`src/rtl/tlv_pkg.sv`:
```
// Constants shared by the vectored interrupt unit files
package tlv_pkg;
  localparam int TLV_NSRC = 6;

  // Register addresses on the special-function register port
  localparam logic [7:0] TLV_ADDR_TCTL = 8'h88;
  localparam logic [7:0] TLV_ADDR_SER = 8'h98;
  localparam logic [7:0] TLV_ADDR_IEN = 8'hA8;
  localparam logic [7:0] TLV_ADDR_PRIO = 8'hB8;
  localparam logic [7:0] TLV_ADDR_T2 = 8'hC8;

  // Reset values and implemented-bit masks
  localparam logic [7:0] TLV_IEN_RST = 8'h00;
  localparam logic [7:0] TLV_PRIO_RST = 8'h00;
  localparam logic [7:0] TLV_TCTL_RST = 8'h00;
  localparam logic [7:0] TLV_IEN_MASK = 8'hBF;
  localparam logic [7:0] TLV_PRIO_MASK = 8'h3F;
  localparam logic [7:0] TLV_TCTL_MASK = 8'hAF;
  localparam logic [7:0] TLV_SER_MASK = 8'h03;
  localparam logic [7:0] TLV_T2_MASK = 8'hC0;

  // Field positions
  localparam int TLV_IEN_GLOBAL = 7;
  localparam int TLV_TC_TF1 = 7;
  localparam int TLV_TC_TF0 = 5;
  localparam int TLV_TC_IE1 = 3;
  localparam int TLV_TC_IT1 = 2;
  localparam int TLV_TC_IE0 = 1;
  localparam int TLV_TC_IT0 = 0;
  localparam int TLV_SER_TX = 1;
  localparam int TLV_SER_RX = 0;
  localparam int TLV_T2_TF = 7;
  localparam int TLV_T2_EXF = 6;

  // Source index, natural order, lowest index ranks first
  localparam logic [2:0] TLV_SRC_EXT0 = 3'h0;
  localparam logic [2:0] TLV_SRC_TMR0 = 3'h1;
  localparam logic [2:0] TLV_SRC_EXT1 = 3'h2;
  localparam logic [2:0] TLV_SRC_TMR1 = 3'h3;
  localparam logic [2:0] TLV_SRC_SER = 3'h4;
  localparam logic [2:0] TLV_SRC_TMR2 = 3'h5;

  // Vector map: reset, then first source vector and stride
  localparam logic [15:0] TLV_VEC_RESET = 16'h0000;
  localparam logic [15:0] TLV_VEC_FIRST = 16'h0003;
  localparam logic [15:0] TLV_VEC_STRIDE = 16'h0008;

  // Least high-plus-low time on an edge pin, in oscillator periods
  localparam int TLV_EXT_MIN_OSC = 12;

  typedef enum logic [1:0] {
    TLV_ST_IDLE = 2'b00,
    TLV_ST_REQ = 2'b01,
    TLV_ST_TAKEN = 2'b10
  } tlv_state_e;
endpackage

```
`src/rtl/tlv_irq_unit.sv`:
```
// Two-level vectored interrupt unit: flags, enables, ranking, vectors
`timescale 1ns/100ps
// Operation
// - Global enable off blocks every request
// - Per-source enable bits in enable register
// - Fixed vector per source, reset at zero
// - Falling edge raises request in edge mode
// - Low pin level raises request in level mode
// - Hardware sets external flags in timer control
// - Edge external flag cleared when vectored
// - Timer rollover requests, except timer 0 mode 3
// - Timer 0/1 flags cleared on service
// - Timer 2 rollover or trigger share vector
// - Timer 2 flags never cleared by hardware
// - Software writes flags like hardware does
// - Serial flags share vector, software clears
// - Accept sets in-service, then jumps to vector
// - Return clears in-service flag of level
// - Enable register resets to all zero
// - Single-bit writes leave other bits alone
// - Equal level served in fixed natural order
// - Priority bit lifts source above clear ones
module tlv_irq_unit
  import tlv_pkg::*;
(
  // Clock and reset
  input wire logic core_clk,
  input wire logic rst_b,
  // Special-function register port
  input wire logic [7:0] sfr_addr,
  input wire logic sfr_wr,
  input wire logic [7:0] sfr_wdata,
  input wire logic bit_wr,
  input wire logic [7:0] bit_addr,
  input wire logic bit_wdata,
  output logic [7:0] sfr_rdata,
  // External request pins
  input wire logic ext_request_pin0,
  input wire logic ext_request_pin1,
  // Peripheral events
  input wire logic timer0_rollover,
  input wire logic timer0_mode3,
  input wire logic timer1_rollover,
  input wire logic timer2_rollover,
  input wire logic timer2_trigger,
  input wire logic serial_rx_done,
  input wire logic serial_tx_done,
  // Processor core
  input wire logic irq_ack,
  input wire logic return_from_interrupt,
  output logic irq_req,
  output logic [15:0] irq_vector,
  output logic in_service_hi,
  output logic in_service_lo
);
  logic [7:0] ien_q, ien_d;
  logic [7:0] prio_q, prio_d;
  logic [7:0] tctl_q, tctl_d;
  logic [7:0] ser_q, ser_d;
  logic [7:0] t2_q, t2_d;
  logic [7:0] rdata_q, rdata_d;
  tlv_state_e state_q, state_d;
  logic req_q, req_d;
  logic [15:0] vec_q, vec_d;
  logic [2:0] src_q, src_d;
  logic src_hi_q, src_hi_d;
  logic ins_hi_q, ins_hi_d;
  logic ins_lo_q, ins_lo_d;
  logic [1:0] ext_set;
  logic [TLV_NSRC-1:0] src_flag;
  logic [TLV_NSRC-1:0] pend;
  logic [TLV_NSRC-1:0] svc;
  logic sel_valid;
  logic [2:0] sel_idx;
  logic sel_hi;
  logic take;

  // Byte write or single-bit write at a register's address
  function automatic logic [7:0] upd(input logic [7:0] cur, input logic [7:0] base,
                                     input logic [7:0] mask);
    logic [7:0] v;
    v = cur;
    if (sfr_wr && sfr_addr == base) begin
      v = sfr_wdata;
    end
    if (bit_wr && {bit_addr[7:3], 3'h0} == base) begin
      v[bit_addr[2:0]] = bit_wdata;
    end
    return v & mask;
  endfunction

  tlv_ext_detect u_ext0 (
    .core_clk(core_clk),
    .rst_b(rst_b),
    .pin(ext_request_pin0),
    .edge_select(tctl_q[TLV_TC_IT0]),
    .set(ext_set[0])
  );

  tlv_ext_detect u_ext1 (
    .core_clk(core_clk),
    .rst_b(rst_b),
    .pin(ext_request_pin1),
    .edge_select(tctl_q[TLV_TC_IT1]),
    .set(ext_set[1])
  );

  // Gated request per source, natural order index
  always_comb begin
    src_flag[TLV_SRC_EXT0] = tctl_q[TLV_TC_IE0];
    src_flag[TLV_SRC_TMR0] = tctl_q[TLV_TC_TF0];
    src_flag[TLV_SRC_EXT1] = tctl_q[TLV_TC_IE1];
    src_flag[TLV_SRC_TMR1] = tctl_q[TLV_TC_TF1];
    src_flag[TLV_SRC_SER] = ser_q[TLV_SER_RX] | ser_q[TLV_SER_TX];
    src_flag[TLV_SRC_TMR2] = t2_q[TLV_T2_TF] | t2_q[TLV_T2_EXF];
    pend = src_flag & ien_q[TLV_NSRC-1:0] & {TLV_NSRC{ien_q[TLV_IEN_GLOBAL]}};
  end

  tlv_prio_arb #(
    .NSRC(TLV_NSRC)
  ) u_arb (
    .pend(pend),
    .prio(prio_q[TLV_NSRC-1:0]),
    .ins_hi(ins_hi_q),
    .ins_lo(ins_lo_q),
    .sel_valid(sel_valid),
    .sel_idx(sel_idx),
    .sel_hi(sel_hi)
  );

  // Core takes the offered vector on ack while the request stands
  assign take = irq_ack & req_q;

  always_comb begin
    svc = '0;
    if (take) begin
      svc[src_q] = 1'b1;
    end
  end

  // Registers and flags; hardware set wins over any clear
  always_comb begin
    ien_d = upd(ien_q, TLV_ADDR_IEN, TLV_IEN_MASK);
    prio_d = upd(prio_q, TLV_ADDR_PRIO, TLV_PRIO_MASK);
    tctl_d = upd(tctl_q, TLV_ADDR_TCTL, TLV_TCTL_MASK);
    ser_d = upd(ser_q, TLV_ADDR_SER, TLV_SER_MASK);
    t2_d = upd(t2_q, TLV_ADDR_T2, TLV_T2_MASK);
    // Level-mode flags survive service; software must clear them
    tctl_d[TLV_TC_IE0] = ext_set[0] |
      (tctl_d[TLV_TC_IE0] & ~(svc[TLV_SRC_EXT0] & tctl_q[TLV_TC_IT0]));
    tctl_d[TLV_TC_IE1] = ext_set[1] |
      (tctl_d[TLV_TC_IE1] & ~(svc[TLV_SRC_EXT1] & tctl_q[TLV_TC_IT1]));
    // Mode 3 borrows timer 0 for other use, so no request then
    tctl_d[TLV_TC_TF0] = (timer0_rollover & ~timer0_mode3) |
      (tctl_d[TLV_TC_TF0] & ~svc[TLV_SRC_TMR0]);
    tctl_d[TLV_TC_TF1] = timer1_rollover |
      (tctl_d[TLV_TC_TF1] & ~svc[TLV_SRC_TMR1]);
    // Shared vectors: software tells the causes apart and clears
    ser_d[TLV_SER_RX] = serial_rx_done | ser_d[TLV_SER_RX];
    ser_d[TLV_SER_TX] = serial_tx_done | ser_d[TLV_SER_TX];
    t2_d[TLV_T2_TF] = timer2_rollover | t2_d[TLV_T2_TF];
    t2_d[TLV_T2_EXF] = timer2_trigger | t2_d[TLV_T2_EXF];
  end

  // Read data lags the address by one clock; unmapped reads zero
  always_comb begin
    case (sfr_addr)
      TLV_ADDR_IEN: rdata_d = ien_q;
      TLV_ADDR_PRIO: rdata_d = prio_q;
      TLV_ADDR_TCTL: rdata_d = tctl_q;
      TLV_ADDR_SER: rdata_d = ser_q;
      TLV_ADDR_T2: rdata_d = t2_q;
      default: rdata_d = 8'h00;
    endcase
  end

  // Request handshake and in-service levels
  always_comb begin
    state_d = state_q;
    req_d = req_q;
    vec_d = vec_q;
    src_d = src_q;
    src_hi_d = src_hi_q;
    ins_hi_d = ins_hi_q;
    ins_lo_d = ins_lo_q;
    // Return releases the most recent, i.e. highest, active level
    if (return_from_interrupt) begin
      if (ins_hi_q) begin
        ins_hi_d = 1'b0;
      end else begin
        ins_lo_d = 1'b0;
      end
    end
    case (state_q)
      TLV_ST_IDLE, TLV_ST_REQ: begin
        if (take) begin
          // One dead cycle lets the cleared flag and level settle
          state_d = TLV_ST_TAKEN;
          req_d = 1'b0;
          if (src_hi_q) begin
            ins_hi_d = 1'b1;
          end else begin
            ins_lo_d = 1'b1;
          end
        end else if (sel_valid) begin
          state_d = TLV_ST_REQ;
          req_d = 1'b1;
          src_d = sel_idx;
          src_hi_d = sel_hi;
          vec_d = TLV_VEC_FIRST + {10'h000, sel_idx, 3'h0};
        end else begin
          state_d = TLV_ST_IDLE;
          req_d = 1'b0;
        end
      end
      TLV_ST_TAKEN: begin
        state_d = TLV_ST_IDLE;
        req_d = 1'b0;
      end
      default: begin
        state_d = TLV_ST_IDLE;
        req_d = 1'b0;
      end
    endcase
  end

  always_ff @(posedge core_clk) begin
    if (!rst_b) begin
      ien_q <= TLV_IEN_RST;
      prio_q <= TLV_PRIO_RST;
      tctl_q <= TLV_TCTL_RST;
      ser_q <= 8'h00;
      t2_q <= 8'h00;
      rdata_q <= 8'h00;
      state_q <= TLV_ST_IDLE;
      req_q <= 1'b0;
      vec_q <= TLV_VEC_RESET;
      src_q <= 3'h0;
      src_hi_q <= 1'b0;
      ins_hi_q <= 1'b0;
      ins_lo_q <= 1'b0;
    end else begin
      ien_q <= ien_d;
      prio_q <= prio_d;
      tctl_q <= tctl_d;
      ser_q <= ser_d;
      t2_q <= t2_d;
      rdata_q <= rdata_d;
      state_q <= state_d;
      req_q <= req_d;
      vec_q <= vec_d;
      src_q <= src_d;
      src_hi_q <= src_hi_d;
      ins_hi_q <= ins_hi_d;
      ins_lo_q <= ins_lo_d;
    end
  end

  assign sfr_rdata = rdata_q;
  assign irq_req = req_q;
  assign irq_vector = vec_q;
  assign in_service_hi = ins_hi_q;
  assign in_service_lo = ins_lo_q;
endmodule

```
`src/rtl/tlv_ext_detect.sv`:
```
// External request pin detector, edge or level
`timescale 1ns/100ps
module tlv_ext_detect (
  // Clock and reset
  input wire logic core_clk,
  input wire logic rst_b,
  // Pin and mode
  input wire logic pin,
  input wire logic edge_select,
  // Request set strobe
  output logic set
);
  logic pin_q;
  logic pin_d;

  // Idle high, so a pin already low at reset release is taken as a falling edge
  always_comb begin
    pin_d = pin;
    if (edge_select) begin
      set = pin_q & ~pin;
    end else begin
      set = ~pin;
    end
  end

  always_ff @(posedge core_clk) begin
    if (!rst_b) begin
      pin_q <= 1'b1;
    end else begin
      pin_q <= pin_d;
    end
  end
endmodule

```
`src/rtl/tlv_prio_arb.sv`:
```
// Two-level priority arbiter over the gated requests
`timescale 1ns/100ps
module tlv_prio_arb #(
  parameter int NSRC = 6
) (
  // Gated requests and priority bits
  input wire logic [NSRC-1:0] pend,
  input wire logic [NSRC-1:0] prio,
  // Levels now in service
  input wire logic ins_hi,
  input wire logic ins_lo,
  // Winner
  output logic sel_valid,
  output logic [2:0] sel_idx,
  output logic sel_hi
);
  logic [NSRC-1:0] hi_pend;
  logic [NSRC-1:0] lo_pend;
  logic [2:0] hi_idx;
  logic [2:0] lo_idx;

  // Scan from the top so the lowest index wins within a level
  always_comb begin
    hi_pend = pend & prio;
    lo_pend = pend & ~prio;
    hi_idx = 3'h0;
    lo_idx = 3'h0;
    for (int i = NSRC - 1; i >= 0; i--) begin
      if (hi_pend[i]) begin
        hi_idx = 3'(i);
      end
      if (lo_pend[i]) begin
        lo_idx = 3'(i);
      end
    end
    // High level preempts low service; same level waits for return
    if (|hi_pend && !ins_hi) begin
      sel_valid = 1'b1;
      sel_idx = hi_idx;
      sel_hi = 1'b1;
    end else if (|lo_pend && !ins_hi && !ins_lo) begin
      sel_valid = 1'b1;
      sel_idx = lo_idx;
      sel_hi = 1'b0;
    end else begin
      sel_valid = 1'b0;
      sel_idx = 3'h0;
      sel_hi = 1'b0;
    end
  end
endmodule

```
`config.mk`:
```
export PLATFORM = sky130hd
export DESIGN_NAME = tlv_irq_unit
export DESIGN_NICKNAME = d
export VERILOG_FILES = /design/src/rtl/tlv_pkg.sv /design/src/rtl/tlv_irq_unit.sv /design/src/rtl/tlv_ext_detect.sv /design/src/rtl/tlv_prio_arb.sv
export SDC_FILE = /design/constraint.sdc
export NUM_CORES = 1
export LEC_CHECK = 0
export BUFFER_PORTS_ARGS = -buffer_cell sky130_fd_sc_hd__buf_2
export CAP_MARGIN = 20
export CORE_ASPECT_RATIO = 1.5
export CORE_MARGIN = 2
export CORE_UTILIZATION = 35
export CTS_CLUSTER_SIZE = 8
export DETAILED_ROUTE_END_ITERATION = 16
export GPL_TIMING_DRIVEN = 0
export PLACE_DENSITY_LB_ADDON = 0.3
export RECOVER_POWER = 100
export SLEW_MARGIN = 25
export SYNTH_ARGS = -nofsm -noshare
export SYNTH_HDL_FRONTEND = slang
export SYNTH_HIERARCHICAL = 1
export SYNTH_SLANG_ARGS = --single-unit
```
`constraint.sdc`:
```
create_clock -name core_clk -period 1.6 [get_ports core_clk]
set_input_delay 0.08 -clock core_clk [delete_from_list [all_inputs] [get_ports core_clk]]
set_output_delay 0.08 -clock core_clk [all_outputs]
set_load 0.02 [all_outputs]
```
# Word level (Yosys, flattened, before mapping)

Index checks and enable logic that the tools add are counted.

Bits in registers: 75
Input bits: 40
Output and inout port bits: 27
Logic and storage cells: 148

Add/sub/neg operators: 1
Order comparisons: 4
Equality and inequality tests: 11
Multiplexer cells: 52
Bitwise operators: 35
Reductions and logical operators: 24

Operators by type and width:

| cell                                                                         | count |
|---|---|
| 8-bit 2-to-1 mux                                                             | 8 |
| 3-bit 2-to-1 mux                                                             | 14 |
| 8-bit bitwise mux                                                            | 5 |
| 8-bit equality test, second input constant                                   | 5 |
| 8-bit case mux with 5 select lines                                           | 1 |
| 5-bit equality test, second input constant                                   | 5 |
| 6-bit AND                                                                    | 4 |
| 1-bit 2-to-1 mux                                                             | 18 |
| 1-bit logical AND                                                            | 15 |
| 6-bit OR reduction                                                           | 2 |
| 1-bit AND                                                                    | 10 |
| 1-bit NOT                                                                    | 10 |
| 1-bit bitwise OR                                                             | 10 |
| 3-bit by 4-bit less-than comparator with 1-bit output, second input constant | 2 |
| 2-bit by 6-bit adder with 7-bit output, first input constant                 | 1 |
| 1-bit demux with 3-bit select                                                | 2 |
| 3-bit by 1-bit >= comparator with 1-bit output, second input constant        | 2 |
| 6-bit 2-to-1 mux                                                             | 1 |
| 6-bit NOT                                                                    | 1 |
| 2-bit 2-to-1 mux                                                             | 2 |
| 4-bit 2-to-1 mux                                                             | 1 |
| 3-bit AND reduction                                                          | 1 |
| 3-bit OR reduction                                                           | 1 |
| 2-bit by 1-bit equality test with 1-bit output, second input constant        | 1 |
| 4 further kinds                                                              | 5 |

# Longest topological paths before layout

Depth after elaboration: 13
Depth in mapped cells: 8
Depth with buffers taken out: 8

# Cells and area by module

Netlist, hierarchy kept.

By module, submodules not included:

| module         | times used | cells each | area each (sq um) |
|---|---|---|---|
| tlv_irq_unit   | 1          | 255        | 2333.5 |
| tlv_prio_arb   | 1          | 34         | 225.2 |
| tlv_ext_detect | 2          | 4          | 38.8 |

# Worst setup path after synthesis

Ideal clock, no wire load.

Path type: reg2reg
From: register ien_q[7]
To: register vec_q[5] (netlist: irq_vector[5])
Setup time: 0.128 ns
Arrival: 1.539 ns
Data required time: 1.472 ns
Setup slack: -0.067 ns
Stages on the path, launching flop included: 8
Path buffers: 0
Cell sequence: dfxtp_1 and3_1 a22oi_2 and3_1 o21ai_0 nand3b_1 mux2i_1 nor2_1

RTL lines:

| what                            | RTL line            | RTL |
|---|---|---|
| start, declared                 | tlv_irq_unit.sv:56  | `logic [7:0] ien_q, ien_d;` |
| start signal, assigned          | tlv_irq_unit.sv:243 | `ien_q <= ien_d;` |
| 6-bit AND *                     | tlv_irq_unit.sv:116 | `pend = src_flag & ien_q[TLV_NSRC-1:0] & {TLV_NSRC{ien_q[TLV_IEN_GLOBAL]}};` |
| named net pend[2]               | tlv_irq_unit.sv:71  | `logic [TLV_NSRC-1:0] pend;` |
| 6-bit AND                       | tlv_prio_arb.sv:25  | `lo_pend = pend & ~prio;` |
| 6-bit OR reduction              | tlv_prio_arb.sv:41  | `end else if (\|lo_pend && !ins_hi && !ins_lo) begin` |
| 1-bit logical AND (2 in a row)  | tlv_prio_arb.sv:41  |  |
| 1-bit 2-to-1 mux                | tlv_prio_arb.sv:41  |  |
| 1-bit 2-to-1 mux *              | tlv_prio_arb.sv:37  | `if (\|hi_pend && !ins_hi) begin` |
| named net sel_valid             | tlv_irq_unit.sv:73  | `logic sel_valid;` |
| 3-bit AND reduction (no line) * | -                   |  |
| end signal, assigned            | tlv_irq_unit.sv:251 | `vec_q <= vec_d;` |
| end, declared                   | tlv_irq_unit.sv:64  | `logic [15:0] vec_q, vec_d;` |

The timed path passes the listed nets; every way through them passes the cells marked *.
A chain may end at the register's enable or synchronous reset.

# Worst setup path after layout

From: register ser_q[1]
To: register vec_q[5] (netlist: irq_vector[5])

RTL lines:

| what                            | RTL line            | RTL |
|---|---|---|
| start, declared                 | tlv_irq_unit.sv:59  | `logic [7:0] ser_q, ser_d;` |
| start signal, assigned          | tlv_irq_unit.sv:246 | `ser_q <= ser_d;` |
| 1-bit bitwise OR *              | tlv_irq_unit.sv:114 | `src_flag[TLV_SRC_SER] = ser_q[TLV_SER_RX] \| ser_q[TLV_SER_TX];` |
| 6-bit AND * (2 in a row)        | tlv_irq_unit.sv:116 |  |
| named net pend[4]               | tlv_irq_unit.sv:71  |  |
| 6-bit AND                       | tlv_prio_arb.sv:25  |  |
| 6-bit OR reduction              | tlv_prio_arb.sv:41  |  |
| 1-bit logical AND (2 in a row)  | tlv_prio_arb.sv:41  |  |
| 1-bit 2-to-1 mux                | tlv_prio_arb.sv:41  |  |
| 1-bit 2-to-1 mux *              | tlv_prio_arb.sv:37  |  |
| named net sel_valid             | tlv_irq_unit.sv:73  |  |
| 3-bit AND reduction (no line) * | -                   |  |

Marked as above.

==> results.yml <==
clock_tree:
  clk_pin_slew_ns: 0.09
  clk_path_buf_depth: 2
  cts_max_level: 2
  cts-root-buf: "clkbuf_8"
  cts_buffers: 5
  clkLatencyLatePin_ns: 0.30
  tritoncts: "done"
  cts_sinks: 42
drt:
  drt_iter0_drc: 127
  drt_wl_total_um: 7650
  drt-pass1-iter-count: 4
  postRouteAntennaNets: 0
  vias: 2588
  remaining_drc_errors: 0
  wl_per_cell_um: 15.9
  viasPerCell: 5.38
floorplanning:
  rows: 38
  die-height_um: 110
  start_util_pct: 36.2
  die_area_um2: 8260
  fp.dieW_um: 74.9
  io_pins: 67
  core_um2: 7270
sta:
  setup_viol: 6
  finalMaxSlewViolations: 0
  period_needed_ns: 1.83
  fin_crit_sh_pct: 115
  rsz0062_at_grt: "yes"
  setup_ws_ns: -0.233
  max_freq_mhz: 546
  max-slew-margin-rel_pct: 56.7
  tightestPinTransition_ns: 0.643
  skew_ns: 0.00794
  hold_violations: 0
logic_synthesis:
  ys_seq_area_share_pct: 31.9
  syn_inst: 297
  syn_avg_cell_area_um2: 8.88
  synth_cell_types: 58
  ys_warn_count: 6
  synth_edf_count: 0
  async_flop_share_pct: 0
  synth_area_um2: 2640
  synth_seq_cells: 42
  ys.flop_type: "dfxtp_1"
power:
  power_leakage_uw: 0.00146
  power.density_nw_per_um2: 632
  ir_drop_mv: 0.280
  power.total_uw: 2110
min_path:
  hp-class: "input pin to register"
setup_path:
  end_kind: "register"
  setup.worst_path.start_class: "register"
  worstPathArrival_ns: 2.01
  path_class: "register to register"
  cp_data_required_time_ns: 1.78
  crit_fanout: 6
finish:
  final_cell_area_um2: 3340
  layout_common_cells: "37 x buf_2, 37 x dfxtp_1, 27 x mux2i_1, 26 x buf_4, 24 x nand2_1"
  area_delta_synth_final_pct: 26.7
  layout.nets: 420
  antennaDiodeCount: 0
  fin_cells: 481
  drive_gt1_share_pct: 28.6
placement:
  dp_hpwl_um: 5860
  dp_cells: 460
  place_congestion: 0.908
  place_area_um2: 3080
  io_buffers: 53
grt:
  grt_overflow: 0
  gr-usage-all-layers_pct: 19.2
  grt_max_degree: 14
  grt_pass1_wl_um: 11900
  grt_pass1_vias: 2398
  antenna_found_initial: 0
outcome:
  violations: "negative setup slack"
  status: "finished, violations left"
job:
  max-cap-violations: 0
[kinds of logic after synthesis]
family,Yosys count,synth area share [%]
simple gates,112,25.3
compound gates,69,19.5
flops,42,31.9
buf+inv,41,9.97
mux,32,13.2
other cells,1,0.142
[flip-flops by register name, indices dropped and copies added (netlist names)]
signal / cells
u_ext0/pin_q: 1
src_hi_q: 1
prio_q: 6
src_q: 2
state_q: 1
tctl_q: 6
ser_q: 2
sfr_rdata: 8
irq_req: 1
t2_q: 2
u_ext1/pin_q: 1
in_service_lo: 1
irq_vector: 2
ien_q: 7
in_service_hi: 1
[worst paths after layout]
path | startpoint | slack (ns) | depth (start not counted) | end
worst max register to register | ser_q[1]$_SDFF_PN0_ | -0.23 | 7 | irq_vector[5]$_SDFFE_PN0P_
worst max-delay path | ser_q[1]$_SDFF_PN0_ | -0.23 | 7 | irq_vector[5]$_SDFFE_PN0P_
worst min-delay path | timer2_rollover | 0.02 | 3 | t2_q[7]$_SDFF_PN0_
worst min register to register | irq_vector[1]$_SDFFE_PN0P_ | 0.48 | 2 | irq_vector[1]$_SDFFE_PN0P_
[power breakdown]
part | internal [uW] | switching [uW] | leakage, uW
logic | 133 | 167 | 0.00107
registers | 1060 | 20.5 | 0.000344
clock network | 347 | 381 | 0.0000472
total | 1540 | 569 | 0.00146
[final cells by class]
class	instances	area, um2
flip-flops and latches	42	855
inverters	14	52.6
clock inverters	2	12.5
repair buffers	66	354
clock buffers	6	82.6
plain buffers	27	205
fillers	762	3940
well taps	100	125
multi-input cells	224	1650
[what timing repair did]
action,CTS,global route
endpoints found under the hold margin,3,0
hold buffers,5,0
setup buffers,5,3
pin swaps,5,9
endpoints found under the setup margin,6,6
gates resized for setup,8,11
[metrics by stage]
step	setup WS [ns]	util (%)	setup TNS [ns]	hold slack [ns]
after floorplan	-0.00795	-	-0.0318	0.153
after global placement	-0.230	42.3	-1.01	0.288
after detailed placement	-0.256	42.3	-1.16	0.296
after CTS	-0.206	45.2	-1.10	0.0199
after global routing	-0.310	45.9	-1.61	0.0465
final	-0.233	45.9	-1.23	0.0156
[cell usage after synthesis, types with 4 or more instances]
cell type / instances / area share [%]
a221oi_1: 15 / 5.0
nand2_1: 24 / 3.4
nor3b_1: 5 / 1.4
nand2b_1: 5 / 1.2
buf_4: 19 / 5.4
inv_1: 13 / 1.9
nand4b_1: 4 / 1.3
nor3_1: 5 / 0.95
nand4_1: 6 / 1.4
mux2i_1: 27 / 10
a22oi_1: 6 / 1.7
nand3_1: 5 / 0.95
dfxtp_1: 42 / 32
o41ai_1: 4 / 1.3
a31oi_1: 5 / 1.2
a21oi_1: 12 / 2.3
nor2_1: 20 / 2.8
o21ai_0: 7 / 1.3
nor2b_1: 5 / 1.2
and3_1: 9 / 2.1
[routing by layer]
layer | global-route usage [%] | up-vias | share of wire (%)
li1 | - | 1262 | -
met1 | 21.1 | 1200 | 38
met2 | 33.8 | 95 | 52
met3 | 2.27 | 31 | 4.1
met4 | 12.1 | 0 | 5.4
met5 | 0 | - | 0
[worst max-delay path, stage by stage, from the launching register on]
cell and delay [ns]:
dfxtp_4 0.37, o211a_4 0.27, a22oi_2 0.24, and3_4 0.24, o21ai_2 0.05, nand3b_1 0.26
mux2i_1 0.23, nor2_1 0.06
(Power assumes the default switching activity.)
